$ cat config.mk
export PLATFORM = sky130hd
export DESIGN_NAME = atacpe_engine
export DESIGN_NICKNAME = d
export VERILOG_FILES = /design/src/common/atacpe_pkg.sv /design/src/verilog/atacpe_engine.sv
export SDC_FILE = /design/constraint.sdc
export NUM_CORES = 1
export LEC_CHECK = 0
export ABC_CLOCK_PERIOD_IN_PS = 5900
export BUFFER_PORTS_ARGS = -buffer_cell sky130_fd_sc_hd__buf_2
export CORE_MARGIN = 3
export CORE_UTILIZATION = 64
export CTS_CLUSTER_SIZE = 28
export DETAILED_ROUTE_END_ITERATION = 10
export HOLD_SLACK_MARGIN = 0.15
export PLACE_DENSITY_LB_ADDON = 0.25
export REMOVE_ABC_BUFFERS = 1
export SLEW_MARGIN = 20
export SYNTH_ARGS = -nofsm -noshare
export SYNTH_HDL_FRONTEND = slang
export SYNTH_SLANG_ARGS = --single-unit
$ cat constraint.sdc
create_clock -name core_clk -period 5.9 [get_ports core_clk]
set_clock_uncertainty 0.2 [all_clocks]
set_input_delay 0.59 -clock core_clk [delete_from_list [all_inputs] [get_ports core_clk]]
set_output_delay 0.59 -clock core_clk [all_outputs]
set_load 0.01 [all_outputs]
$ cat src/common/atacpe_pkg.sv
package atacpe_pkg;

  // ----------------------------------------------------------------
  // APB register offsets
  // ----------------------------------------------------------------
  localparam logic [7:0] TF_FEATURES_OFF = 8'h00;
  localparam logic [7:0] TF_SECCOUNT_OFF = 8'h04;
  localparam logic [7:0] TF_SECNUM_OFF = 8'h08;
  localparam logic [7:0] TF_CYLLO_OFF = 8'h0c;
  localparam logic [7:0] TF_CYLHI_OFF = 8'h10;
  localparam logic [7:0] TF_DEVHEAD_OFF = 8'h14;
  localparam logic [7:0] TF_COMMAND_OFF = 8'h18;
  localparam logic [7:0] TF_STATUS_OFF = 8'h1c;
  localparam logic [7:0] TF_ERROR_OFF = 8'h20;
  localparam logic [7:0] TF_DATA16_OFF = 8'h24;
  localparam logic [7:0] TF_DATA8_OFF = 8'h28;
  localparam logic [7:0] CTL_RESET_OFF = 8'h2c;
  localparam logic [7:0] MEDIA_CTL_OFF = 8'h30;
  localparam logic [7:0] CFG_STATE_OFF = 8'h34;
  localparam logic [7:0] DEV_ID_OFF = 8'h38;

  // ----------------------------------------------------------------
  // Field positions
  // ----------------------------------------------------------------
  localparam int STAT_BSY = 7;
  localparam int STAT_RDY = 6;
  localparam int STAT_DSC = 4;
  localparam int STAT_DRQ = 3;
  localparam int STAT_ERR = 0;
  localparam int ERRB_UNC = 6;
  localparam int ERRB_ABT = 2;
  localparam int DH_LBA = 6;
  localparam int DH_DEV = 4;

  // ----------------------------------------------------------------
  // Opcodes and subcommands
  // ----------------------------------------------------------------
  localparam logic [7:0] OP_WRITE_SECT = 8'h30;
  localparam logic [7:0] OP_WRITE_SECT_NR = 8'h31;
  localparam logic [7:0] OP_WRITE_LONG = 8'h32;
  localparam logic [7:0] OP_WRITE_LONG_NR = 8'h33;
  localparam logic [7:0] OP_WRITE_VERIFY = 8'h3c;
  localparam logic [7:0] OP_WRITE_MULT = 8'hc5;
  localparam logic [7:0] OP_WRITE_BUF = 8'he8;
  localparam logic [7:0] OP_READ_DMA = 8'hc8;
  localparam logic [7:0] OP_READ_DMA_NR = 8'hc9;
  localparam logic [7:0] OP_WRITE_DMA = 8'hca;
  localparam logic [7:0] OP_WRITE_DMA_NR = 8'hcb;
  localparam logic [7:0] OP_HEALTH = 8'hb0;
  localparam logic [7:0] OP_SET_FEAT = 8'hef;
  localparam logic [7:0] OP_FLUSH = 8'he7;
  localparam logic [7:0] OP_CHK_PWR = 8'he5;
  localparam logic [7:0] OP_IDLE_IMM = 8'he1;
  localparam logic [7:0] OP_RECAL = 8'h10;
  localparam logic [7:0] OP_SET_MULT = 8'hc6;

  localparam logic [7:0] HM_READ_VAL = 8'hd0;
  localparam logic [7:0] HM_READ_THR = 8'hd1;
  localparam logic [7:0] HM_AUTOSAVE = 8'hd2;
  localparam logic [7:0] HM_SAVE = 8'hd3;
  localparam logic [7:0] HM_OFFLINE = 8'hd4;
  localparam logic [7:0] HM_ENABLE = 8'hd8;
  localparam logic [7:0] HM_DISABLE = 8'hd9;
  localparam logic [7:0] HM_STATUS = 8'hda;

  localparam logic [7:0] SF_WC_ON = 8'h02;
  localparam logic [7:0] SF_WC_OFF = 8'h82;
  localparam logic [7:0] SF_XFER_MODE = 8'h03;
  localparam logic [7:0] SF_PM_ON = 8'h05;
  localparam logic [7:0] SF_PM_OFF = 8'h85;
  localparam logic [7:0] SF_AO_ON = 8'h09;
  localparam logic [7:0] SF_AO_OFF = 8'h89;
  localparam logic [7:0] SF_ECC34 = 8'h44;
  localparam logic [7:0] SF_ECC4 = 8'hbb;
  localparam logic [7:0] SF_RLA_ON = 8'haa;
  localparam logic [7:0] SF_RLA_OFF = 8'h55;
  localparam logic [7:0] SF_REV_ON = 8'hcc;
  localparam logic [7:0] SF_REV_OFF = 8'h66;

  // ----------------------------------------------------------------
  // Sizes and reset values
  // ----------------------------------------------------------------
  localparam int SECTOR_WORDS = 256;
  localparam logic [5:0] ECC_LEN_LONG = 6'd34;
  localparam logic [5:0] ECC_LEN_SHORT = 6'd4;
  localparam logic [7:0] STATUS_RST = 8'h50;
  localparam logic [7:0] MULT_RST = 8'h01;

  typedef enum logic [2:0] {
    CLS_NONE, CLS_PIO_OUT, CLS_LONG, CLS_NODATA, CLS_DMA
  } atacpe_class_t;

  // Feature state set by subcommands
  typedef struct packed {
    logic writeCache;
    logic powerMgmt;
    logic addrOffset;
    logic readAhead;
    logic revertDefaults;
    logic healthOn;
    logic autosave;
    logic ecc34;
  } atacpe_feat_t;

  localparam atacpe_feat_t FEAT_RST = 8'b1001_1101;

endpackage

$ cat src/verilog/atacpe_engine.sv
// Summary of operation
// - Data-out: BSY on accept, DRQ per unit
// - One unit per DRQ, then BSY again
// - Per-unit interrupt, status read clears it
// - Long write: one sector plus ECC bytes
// - Words are 16 bits, ECC bytes 8 bits
// - 512-byte sector; multiple write moves blocks
// - Invalid parameter aborts with ERR, ABT, interrupt
// - Uncorrectable error: ERR, error code, address kept
// - Error address form follows latched LBA bit
// - Non-data: BSY, then completion interrupt
// - DMA request whenever ready for data
// - DMA interrupts once, after all data
// - Health opcode decodes its feature values
// - Set-features decodes cache, mode, power, look-ahead
// - Set-features offset mode and ECC length
// - Only the selected device responds
// - BSY or DRQ held until completion
// - Status read, reset, command write clear interrupt
//
// Register access over APB and the register offsets were left to the implementer.
`timescale 1ns/1ps
module atacpe_engine
  import atacpe_pkg::*;
#(
  parameter int PROC_CYCLES = 4,
  parameter logic DEV_NUMBER = 1'b0,
  parameter logic [31:0] DEV_ID = 32'h0000_5a5a // Arbitrary value
) (
  // Clock and reset
  input wire logic core_clk,
  input wire logic reset,
  // APB slave
  input wire logic psel,
  input wire logic penable,
  input wire logic pwrite,
  input wire logic [7:0] paddr,
  input wire logic [31:0] pwdata,
  output logic [31:0] prdata,
  output logic pready,
  output logic pslverr,
  // Task-file interrupt and DMA
  output logic intrq,
  output logic dmaRq,
  input wire logic dmaAck,
  // Media side result strobes
  input wire logic mediaDone,
  input wire logic mediaUnc,
  // Captured data toward the media
  output logic [15:0] wrWord,
  output logic wrWordValid
);

  // ----------------------------------------------------------------
  // State
  // ----------------------------------------------------------------
  typedef enum logic [2:0] {
    ST_IDLE, ST_PREP, ST_XFER, ST_PROC, ST_DMA, ST_DMAEND
  } atacpe_state_t;

  atacpe_state_t state_reg;
  atacpe_class_t cls_reg;
  atacpe_feat_t feat_reg;
  logic [7:0] featReg_reg, secCnt_reg, secNum_reg, cylLo_reg, cylHi_reg;
  logic [7:0] devHead_reg, status_reg, error_reg, multCnt_reg;
  logic [7:0] unitsLeft_reg, sectInUnit_reg;
  logic [8:0] wordCnt_reg;
  logic [5:0] eccCnt_reg;
  logic [7:0] procCnt_reg;
  logic lbaMode_reg;

  wire logic apbAcc = psel && penable;
  wire logic apbWr = apbAcc && pwrite;
  wire logic apbRd = apbAcc && !pwrite;
  wire logic selected = (devHead_reg[DH_DEV] == DEV_NUMBER);
  wire logic busy = status_reg[STAT_BSY] || status_reg[STAT_DRQ];
  wire logic cmdWr = apbWr && (paddr == TF_COMMAND_OFF) && selected && !busy;
  wire logic softRst = apbWr && (paddr == CTL_RESET_OFF) && pwdata[2];
  wire logic anyRst = reset || softRst;
  wire logic statRd = apbRd && (paddr == TF_STATUS_OFF);
  wire logic wordWr = apbWr && (paddr == TF_DATA16_OFF) && status_reg[STAT_DRQ];
  wire logic byteWr = apbWr && (paddr == TF_DATA8_OFF) && status_reg[STAT_DRQ];
  wire logic [7:0] opc = pwdata[7:0];

  // ----------------------------------------------------------------
  // Opcode classification
  // ----------------------------------------------------------------
  atacpe_class_t cmdCls;
  logic cmdBad;
  always_comb begin
    cmdCls = CLS_NONE;
    cmdBad = 1'b0;
    case (opc)
      OP_WRITE_SECT, OP_WRITE_SECT_NR, OP_WRITE_VERIFY, OP_WRITE_BUF: cmdCls = CLS_PIO_OUT;
      OP_WRITE_MULT: begin
        cmdCls = CLS_PIO_OUT;
        cmdBad = (multCnt_reg == 8'h00);
      end
      OP_WRITE_LONG, OP_WRITE_LONG_NR: cmdCls = CLS_LONG;
      OP_READ_DMA, OP_READ_DMA_NR, OP_WRITE_DMA, OP_WRITE_DMA_NR: cmdCls = CLS_DMA;
      OP_FLUSH, OP_CHK_PWR, OP_IDLE_IMM, OP_RECAL, OP_SET_MULT: cmdCls = CLS_NODATA;
      OP_HEALTH: begin
        cmdCls = CLS_NODATA;
        case (featReg_reg)
          HM_AUTOSAVE, HM_SAVE, HM_OFFLINE, HM_ENABLE, HM_DISABLE, HM_STATUS: cmdBad = 1'b0;
          default: cmdBad = 1'b1;
        endcase
        // Attribute reads are data-in and not handled by this engine
        if (featReg_reg == HM_READ_VAL || featReg_reg == HM_READ_THR) begin
          cmdBad = 1'b1;
        end
      end
      OP_SET_FEAT: begin
        cmdCls = CLS_NODATA;
        case (featReg_reg)
          SF_WC_ON, SF_WC_OFF, SF_XFER_MODE, SF_PM_ON, SF_PM_OFF, SF_AO_ON, SF_AO_OFF,
          SF_ECC34, SF_ECC4, SF_RLA_ON, SF_RLA_OFF, SF_REV_ON, SF_REV_OFF: cmdBad = 1'b0;
          default: cmdBad = 1'b1;
        endcase
      end
      default: cmdBad = 1'b1;
    endcase
  end

  // ----------------------------------------------------------------
  // Task-file parameter registers
  // ----------------------------------------------------------------
  always_ff @(posedge core_clk) begin
    if (reset) begin
      featReg_reg <= 8'h00;
      secCnt_reg <= 8'h01;
      secNum_reg <= 8'h01;
      cylLo_reg <= 8'h00;
      cylHi_reg <= 8'h00;
      devHead_reg <= 8'ha0;
      multCnt_reg <= MULT_RST;
    end else if (apbWr && !busy) begin
      case (paddr)
        TF_FEATURES_OFF: featReg_reg <= pwdata[7:0];
        TF_SECCOUNT_OFF: secCnt_reg <= pwdata[7:0];
        TF_SECNUM_OFF: secNum_reg <= pwdata[7:0];
        TF_CYLLO_OFF: cylLo_reg <= pwdata[7:0];
        TF_CYLHI_OFF: cylHi_reg <= pwdata[7:0];
        TF_DEVHEAD_OFF: devHead_reg <= pwdata[7:0];
        TF_COMMAND_OFF: begin
          if (cmdWr && !cmdBad && opc == OP_SET_MULT) begin
            multCnt_reg <= secCnt_reg;
          end
        end
        default: ;
      endcase
    end else if (state_reg == ST_PROC && procCnt_reg == 8'h00 && mediaUnc) begin
      // Failing sector location stays in place, in the form latched at issue
      secNum_reg <= secNum_reg;
    end else if (state_reg == ST_PROC && procCnt_reg == 8'h00 && mediaDone) begin
      if (lbaMode_reg) begin
        {devHead_reg[3:0], cylHi_reg, cylLo_reg, secNum_reg} <=
          28'({devHead_reg[3:0], cylHi_reg, cylLo_reg, secNum_reg} + 28'd1);
      end else begin
        secNum_reg <= 8'(secNum_reg + 8'd1);
      end
    end
  end

  // ----------------------------------------------------------------
  // Feature state from subcommands
  // ----------------------------------------------------------------
  always_ff @(posedge core_clk) begin
    if (reset) begin
      feat_reg <= FEAT_RST;
    end else if (cmdWr && !cmdBad && opc == OP_SET_FEAT) begin
      case (featReg_reg)
        SF_WC_ON: feat_reg.writeCache <= 1'b1;
        SF_WC_OFF: feat_reg.writeCache <= 1'b0;
        SF_PM_ON: feat_reg.powerMgmt <= 1'b1;
        SF_PM_OFF: feat_reg.powerMgmt <= 1'b0;
        SF_AO_ON: feat_reg.addrOffset <= 1'b1;
        SF_AO_OFF: feat_reg.addrOffset <= 1'b0;
        SF_RLA_ON: feat_reg.readAhead <= 1'b1;
        SF_RLA_OFF: feat_reg.readAhead <= 1'b0;
        SF_REV_ON: feat_reg.revertDefaults <= 1'b1;
        SF_REV_OFF: feat_reg.revertDefaults <= 1'b0;
        SF_ECC34: feat_reg.ecc34 <= 1'b1;
        SF_ECC4: feat_reg.ecc34 <= 1'b0;
        default: ;
      endcase
    end else if (cmdWr && !cmdBad && opc == OP_HEALTH) begin
      case (featReg_reg)
        HM_ENABLE: feat_reg.healthOn <= 1'b1;
        HM_DISABLE: feat_reg.healthOn <= 1'b0;
        HM_AUTOSAVE: feat_reg.autosave <= secCnt_reg != 8'h00;
        default: ;
      endcase
    end
  end

  // ----------------------------------------------------------------
  // Protocol sequencer
  // ----------------------------------------------------------------
  wire logic unitEnd = (cls_reg == CLS_LONG) ?
    (wordCnt_reg == 9'(SECTOR_WORDS) && byteWr && eccCnt_reg == 6'd1) :
    (wordWr && wordCnt_reg == 9'(SECTOR_WORDS - 1) && sectInUnit_reg == 8'h01);
  wire logic procDone = (procCnt_reg == 8'h00) && (mediaDone || mediaUnc);

  always_ff @(posedge core_clk) begin
    if (anyRst) begin
      state_reg <= ST_IDLE;
      cls_reg <= CLS_NONE;
      status_reg <= STATUS_RST;
      error_reg <= 8'h00;
      intrq <= 1'b0;
      dmaRq <= 1'b0;
      lbaMode_reg <= 1'b0;
      unitsLeft_reg <= 8'h00;
      sectInUnit_reg <= 8'h00;
      wordCnt_reg <= 9'd0;
      eccCnt_reg <= 6'd0;
      procCnt_reg <= 8'h00;
    end else begin
      if (statRd) begin
        intrq <= 1'b0;
      end
      case (state_reg)
        ST_IDLE: begin
          if (cmdWr) begin
            intrq <= 1'b0;
            lbaMode_reg <= devHead_reg[DH_LBA];
            cls_reg <= cmdCls;
            unitsLeft_reg <= secCnt_reg;
            procCnt_reg <= 8'(PROC_CYCLES);
            error_reg <= 8'h00;
            wordCnt_reg <= 9'd0;
            if (cmdBad) begin
              status_reg <= STATUS_RST | 8'h01;
              error_reg <= 8'h04;
              intrq <= 1'b1;
            end else begin
              status_reg <= 8'h80;
              state_reg <= (cmdCls == CLS_NODATA) ? ST_PROC :
                           (cmdCls == CLS_DMA) ? ST_DMA : ST_PREP;
            end
          end
        end
        ST_PREP: begin
          status_reg <= 8'h08 | (STATUS_RST & 8'h7f);
          wordCnt_reg <= 9'd0;
          eccCnt_reg <= feat_reg.ecc34 ? ECC_LEN_LONG : ECC_LEN_SHORT;
          sectInUnit_reg <= (cls_reg == CLS_PIO_OUT && multCnt_reg > 8'h01) ?
            ((unitsLeft_reg != 8'h00 && unitsLeft_reg < multCnt_reg) ? unitsLeft_reg
              : multCnt_reg) : 8'h01;
          state_reg <= ST_XFER;
        end
        ST_XFER: begin
          if (wordWr && wordCnt_reg != 9'(SECTOR_WORDS)) begin
            wordCnt_reg <= (wordCnt_reg == 9'(SECTOR_WORDS - 1) && cls_reg != CLS_LONG
              && sectInUnit_reg != 8'h01) ? 9'd0 : 9'(wordCnt_reg + 9'd1);
            if (wordCnt_reg == 9'(SECTOR_WORDS - 1) && cls_reg != CLS_LONG) begin
              sectInUnit_reg <= 8'(sectInUnit_reg - 8'h01);
              unitsLeft_reg <= 8'(unitsLeft_reg - 8'h01);
            end
          end
          if (byteWr && cls_reg == CLS_LONG && wordCnt_reg == 9'(SECTOR_WORDS)) begin
            eccCnt_reg <= 6'(eccCnt_reg - 6'd1);
          end
          if (unitEnd) begin
            status_reg <= 8'h80;
            procCnt_reg <= 8'(PROC_CYCLES);
            state_reg <= ST_PROC;
            if (cls_reg == CLS_LONG) begin
              unitsLeft_reg <= 8'h01;
            end
          end
        end
        ST_PROC: begin
          if (procCnt_reg != 8'h00) begin
            procCnt_reg <= 8'(procCnt_reg - 8'h01);
          end else if (procDone) begin
            intrq <= 1'b1;
            if (mediaUnc) begin
              status_reg <= STATUS_RST | 8'h01;
              error_reg <= 8'h40;
              state_reg <= ST_IDLE;
            end else if (cls_reg == CLS_PIO_OUT && unitsLeft_reg != 8'h00) begin
              status_reg <= 8'h08 | (STATUS_RST & 8'h7f);
              state_reg <= ST_PREP;
            end else begin
              status_reg <= STATUS_RST;
              state_reg <= ST_IDLE;
            end
          end
        end
        ST_DMA: begin
          dmaRq <= 1'b1;
          if (dmaAck && dmaRq) begin
            wordCnt_reg <= (wordCnt_reg == 9'(SECTOR_WORDS - 1)) ? 9'd0
              : 9'(wordCnt_reg + 9'd1);
            if (wordCnt_reg == 9'(SECTOR_WORDS - 1)) begin
              unitsLeft_reg <= 8'(unitsLeft_reg - 8'h01);
              if (unitsLeft_reg == 8'h01) begin
                dmaRq <= 1'b0;
                state_reg <= ST_DMAEND;
              end
            end
          end
        end
        ST_DMAEND: begin
          status_reg <= STATUS_RST;
          intrq <= 1'b1;
          state_reg <= ST_IDLE;
        end
        default: state_reg <= ST_IDLE;
      endcase
    end
  end

  // ----------------------------------------------------------------
  // Data capture toward the media
  // ----------------------------------------------------------------
  always_ff @(posedge core_clk) begin
    if (reset) begin
      wrWord <= 16'h0000;
      wrWordValid <= 1'b0;
    end else begin
      wrWordValid <= (wordWr && state_reg == ST_XFER) || (byteWr && cls_reg == CLS_LONG);
      wrWord <= byteWr ? {8'h00, pwdata[7:0]} : pwdata[15:0];
    end
  end

  // ----------------------------------------------------------------
  // APB read and answer
  // ----------------------------------------------------------------
  always_ff @(posedge core_clk) begin
    if (reset) begin
      prdata <= 32'h0000_0000;
      pready <= 1'b0;
      pslverr <= 1'b0;
    end else begin
      pready <= psel && !penable;
      pslverr <= 1'b0;
      prdata <= 32'h0000_0000;
      if (psel && !penable) begin
        pslverr <= paddr > DEV_ID_OFF || paddr[1:0] != 2'b00;
        case (paddr)
          TF_FEATURES_OFF: prdata <= {24'h0, featReg_reg};
          TF_SECCOUNT_OFF: prdata <= {24'h0, secCnt_reg};
          TF_SECNUM_OFF: prdata <= {24'h0, secNum_reg};
          TF_CYLLO_OFF: prdata <= {24'h0, cylLo_reg};
          TF_CYLHI_OFF: prdata <= {24'h0, cylHi_reg};
          TF_DEVHEAD_OFF: prdata <= {24'h0, devHead_reg};
          TF_STATUS_OFF: prdata <= {24'h0, selected ? status_reg : 8'h00};
          TF_ERROR_OFF: prdata <= {24'h0, error_reg};
          MEDIA_CTL_OFF: prdata <= {16'h0, multCnt_reg, 5'h0, cls_reg};
          CFG_STATE_OFF: prdata <= {24'h0, feat_reg};
          DEV_ID_OFF: prdata <= DEV_ID;
          default: prdata <= 32'h0000_0000;
        endcase
      end
    end
  end

endmodule // atacpe_engine

==> impl_results.rst <==
.. list-table::
   :header-rows: 1

   * - Metric
     - Value
   * - WP buf/inv
     - 0
   * - Result of the run
     - complete, no violations
   * - Sum of overflow across all layers after global routing
     - 0
   * - Transition at the pin with the smallest max-transition slack
     - 0.984 ns
   * - Gates resized, CTS repair
     - 0
   * - Post-route fraction of the period consumed by the critical path
     - 0.581
   * - Worst Hold Class
     - input port to register
   * - Sw Ratio
     - 0.225
   * - Post-route setup TNS
     - 0 ns
   * - Top area cells in the synthesized netlist
     - sky130_fd_sc_hd__dfxtp_1 (34%), sky130_fd_sc_hd__a21oi_1 (5.6%), sky130_fd_sc_hd__nand2_1 (4.9%)
   * - Largest net degree at the start of global routing
     - 88
   * - Routed WL per cell
     - 19.6 um
   * - Clock period minus final worst setup slack
     - 3.43 ns
   * - First-pass GRT wire length
     - 42.8 mm
   * - Final hold violation count
     - 0
   * - Via count of the routed design
     - 9394
   * - Final wirelength
     - 27.0 mm
   * - Setup bufs post-CTS
     - 0
   * - Final count of negative-setup-slack endpoints
     - 0
   * - Initial DRT Pass Iterations
     - 9
   * - Height of the chip
     - 125 um
   * - End point of the most critical hold path
     - wrWord[11]$_SDFF_PP0_
   * - End-of-flow core utilization
     - 0.729
   * - Unrepaired setup endpoints after global routing
     - false
   * - Worst flop-to-flop path startpoint
     - state_reg[2]$_SDFFE_PP0P_
   * - Share of post-route cells with drive strength above 1
     - 0.119
   * - Slew Limit Fails
     - 0
   * - List of cells traversed by the critical path
     - nand2b_1, nor2_1, nor2_1, a211o_1, nand2b_2, or4_1, a21oi_1
   * - Routability cong.
     - 0.959
   * - Syn. warnings
     - 0
   * - Number of hold buffers added after CTS
     - 0
   * - Via count of the first global-routing pass
     - 8192
   * - Worst-case headroom to the max-slew limit
     - 0.336
   * - Total Routing Usage GR
     - 0.337
   * - Worst path max stage delay
     - 0.67 ns
   * - Insertion delay of the later-clocked pin in the worst-skew pair
     - 0.43 ns
   * - TritonCTS buffer count
     - 17
   * - Slowest cell on crit path
     - sky130_fd_sc_hd__nor2_1
   * - Largest fanout on the critical path
     - 22
   * - Number of routed nets with antenna violations
     - 0
   * - # nets final
     - 1254
   * - Reg2Reg Capture Point
     - wordCnt_reg[6]$_SDFFE_PP0P_
   * - Post-synth cell types
     - 84
   * - Cell count of the worst hold path
     - 2
   * - Ranking of synthesized cells by instance count
     - sky130_fd_sc_hd__dfxtp_1 (153), sky130_fd_sc_hd__nand2_1 (117), sky130_fd_sc_hd__nor2_1 (109)
   * - Most repeated cell in the gate-level netlist after synthesis
     - sky130_fd_sc_hd__dfxtp_1
   * - R2R cell count
     - 7
   * - Sequential-to-total area share from yosys stat
     - 0.340
   * - CTS Root Buffer Type
     - sky130_fd_sc_hd__clkbuf_16
   * - Leading area contributor after synthesis
     - sky130_fd_sc_hd__dfxtp_1
   * - Fraction of power consumed by sequential logic
     - 0.464
   * - Per-cell via count in the routed design
     - 6.83
   * - Timing-limited maximum frequency
     - 292 MHz
   * - Maxcap violations
     - 0
   * - Top-area cell type share of the netlist area
     - 0.340
   * - Detailed placement HPWL
     - 18.4 mm
   * - Number of clock sinks
     - 153
   * - TritonCTS clock tree
     - built
   * - Clock-pin transition on the worst setup and hold timing paths
     - 0.06 ns
   * - Synthesis-stage register bit count
     - 153
   * - Post-synthesis async set-or-reset flop share
     - 0
   * - Mapped cell area
     - 0.00900 mm2
   * - PwrDens
     - 228 mW/mm2
   * - Switching power summed over all nets
     - 0.000505 W
   * - Most used cell, CP
     - sky130_fd_sc_hd__nor2_1
   * - Element type at the critical path end
     - register
   * - Number of enable flip-flop cells after synthesis
     - 0
   * - Kind of launch point of the worst setup path
     - register
   * - Proportion of power drawn by combinational gates
     - 0.048
   * - CP top delay family
     - simple AND/OR/NAND/NOR gates
   * - Classification of the worst setup path
     - register to register
   * - Primary FF master, synth
     - sky130_fd_sc_hd__dfxtp_1
   * - Width of the die
     - 125 um
   * - Area of the core
     - 0.0135 mm2
   * - Synth-to-layout area growth
     - 9.44%
   * - Filler cell count in the final layout
     - 1074
   * - Critical Path AT
     - 3.59 ns
   * - Synthesized instance count
     - 1168
   * - Input/output buffers
     - 68
   * - Maximum level of the CTS H-tree
     - 4
   * - Data required time at the worst endpoint
     - 6.06 ns
   * - Total internal power
     - 0.00174 W
   * - Number of top-level pins
     - 101
   * - Leakage dissipation
     - 3.39 nW
   * - Multi-input gate area
     - 0.00543 mm2
   * - Number of gates on the worst path with buffers counted
     - 7
   * - Longest Clk Path Bufs
     - 2
   * - Flop-to-flop setup slack
     - 2.47 ns
   * - Initial antenna violation count
     - 2
   * - Rows
     - 42
   * - Iteration-0 DRC Markers
     - 1612
   * - Clock Power Share
     - 0.489
   * - Total DRC errors in the routed layout
     - 0
   * - Mean cell area of the mapped netlist
     - 7.71 um2
   * - Peak supply drop
     - 0.241 mV
   * - Area of the die
     - 0.0155 mm2
   * - FF/Latch Area
     - 0.00306 mm2
   * - Startpoint of the worst hold path
     - pwdata[11]
   * - Initial cell density of the core
     - 0.667
## placed cells by master (no fill, tap or decap), types with 11 or more instances in the layout
cell type,netlist,final
sky130_fd_sc_hd__a211oi_1,19,19
sky130_fd_sc_hd__nand3_1,59,59
sky130_fd_sc_hd__ha_1,20,20
sky130_fd_sc_hd__nor2_1,109,109
sky130_fd_sc_hd__or4_1,14,14
sky130_fd_sc_hd__nor3_1,42,42
sky130_fd_sc_hd__conb_1,1,16
sky130_fd_sc_hd__a21oi_1,100,100
sky130_fd_sc_hd__o31ai_1,17,17
sky130_fd_sc_hd__o21ai_0,67,67
sky130_fd_sc_hd__and2_1,17,16
sky130_fd_sc_hd__nand2_1,117,117
sky130_fd_sc_hd__nor2b_1,18,18
sky130_fd_sc_hd__a22oi_1,11,11
sky130_fd_sc_hd__a31oi_1,14,14
sky130_fd_sc_hd__nand2b_1,19,19
sky130_fd_sc_hd__nand4_1,18,18
sky130_fd_sc_hd__and3_1,15,15
sky130_fd_sc_hd__inv_1,35,35
sky130_fd_sc_hd__clkbuf_16,0,17
sky130_fd_sc_hd__nor4_1,22,22
sky130_fd_sc_hd__buf_2,9,68
sky130_fd_sc_hd__dfxtp_1,153,153
## cell families after synthesis
family	Yosys count	synth area share
buffers and inverters	129	0.0635
other	1	0.000417
adder cells (fa/ha/maj)	21	0.0289
AND/OR/NAND/NOR	512	0.300
multiplexers	13	0.0153
AO/OA/AOI/OAI	329	0.242
XOR/XNOR	10	0.00973
flip-flops	153	0.340
## worst max-delay path by stage
stage                     slack [ns]                           to                 startpoint
after global placement          2.43  devHead_reg[0]$_SDFFE_PP0P_                   paddr[5]
after global routing            2.26  wordCnt_reg[6]$_SDFFE_PP0P_  state_reg[2]$_SDFFE_PP0P_
after floorplan                 2.63    cylHi_reg[1]$_SDFFE_PP0P_                    penable
after CTS                       2.54  wordCnt_reg[6]$_SDFFE_PP0P_  state_reg[2]$_SDFFE_PP0P_
final                           2.47  wordCnt_reg[6]$_SDFFE_PP0P_  state_reg[2]$_SDFFE_PP0P_
after detailed placement        2.43  devHead_reg[3]$_SDFFE_PP0P_                   paddr[5]
## metrics by stage
step	hold slack (ns)	setup slack [ns]	instances	area [um2]	total power, W
after floorplan	0.236	2.63	1089	8620	0.00111
after global placement	0.243	2.43	1343	9260	0.00116
after detailed placement	0.255	2.43	1343	9260	0.00117
after CTS	0.152	2.54	1373	9840	0.00225
after global routing	0.156	2.26	1375	9850	0.00231
final	0.160	2.47	1376	9850	0.00225
## power groups by stage
stage / sequential, W / combinational, W / clock, W
floorplan: 0.00107 / 0.0000405 / 0
global placement: 0.00106 / 0.000101 / 0
detailed placement: 0.00106 / 0.000103 / 0
CTS: 0.00104 / 0.000103 / 0.00110
global route: 0.00104 / 0.000114 / 0.00116
finish: 0.00104 / 0.000107 / 0.00110
## metal layers
metal,part of all wire,GRT usage,vias up
met5,0,0,-
met4,0.046,0.142,0
li1,-,-,4327
met1,0.40,0.469,4299
met3,0.12,0.0733,133
met2,0.43,0.507,635
## cell type report
type / count / area share
tap: 176 / 0.0224
timing repair buffer: 78 / 0.0422
sequential: 153 / 0.311
clock buffer: 23 / 0.0505
antenna: 3 / 0.000762
multi-input combinational: 901 / 0.551
clock inverter: 7 / 0.00927
inverter: 35 / 0.0133
(Power assumes the default switching activity.)
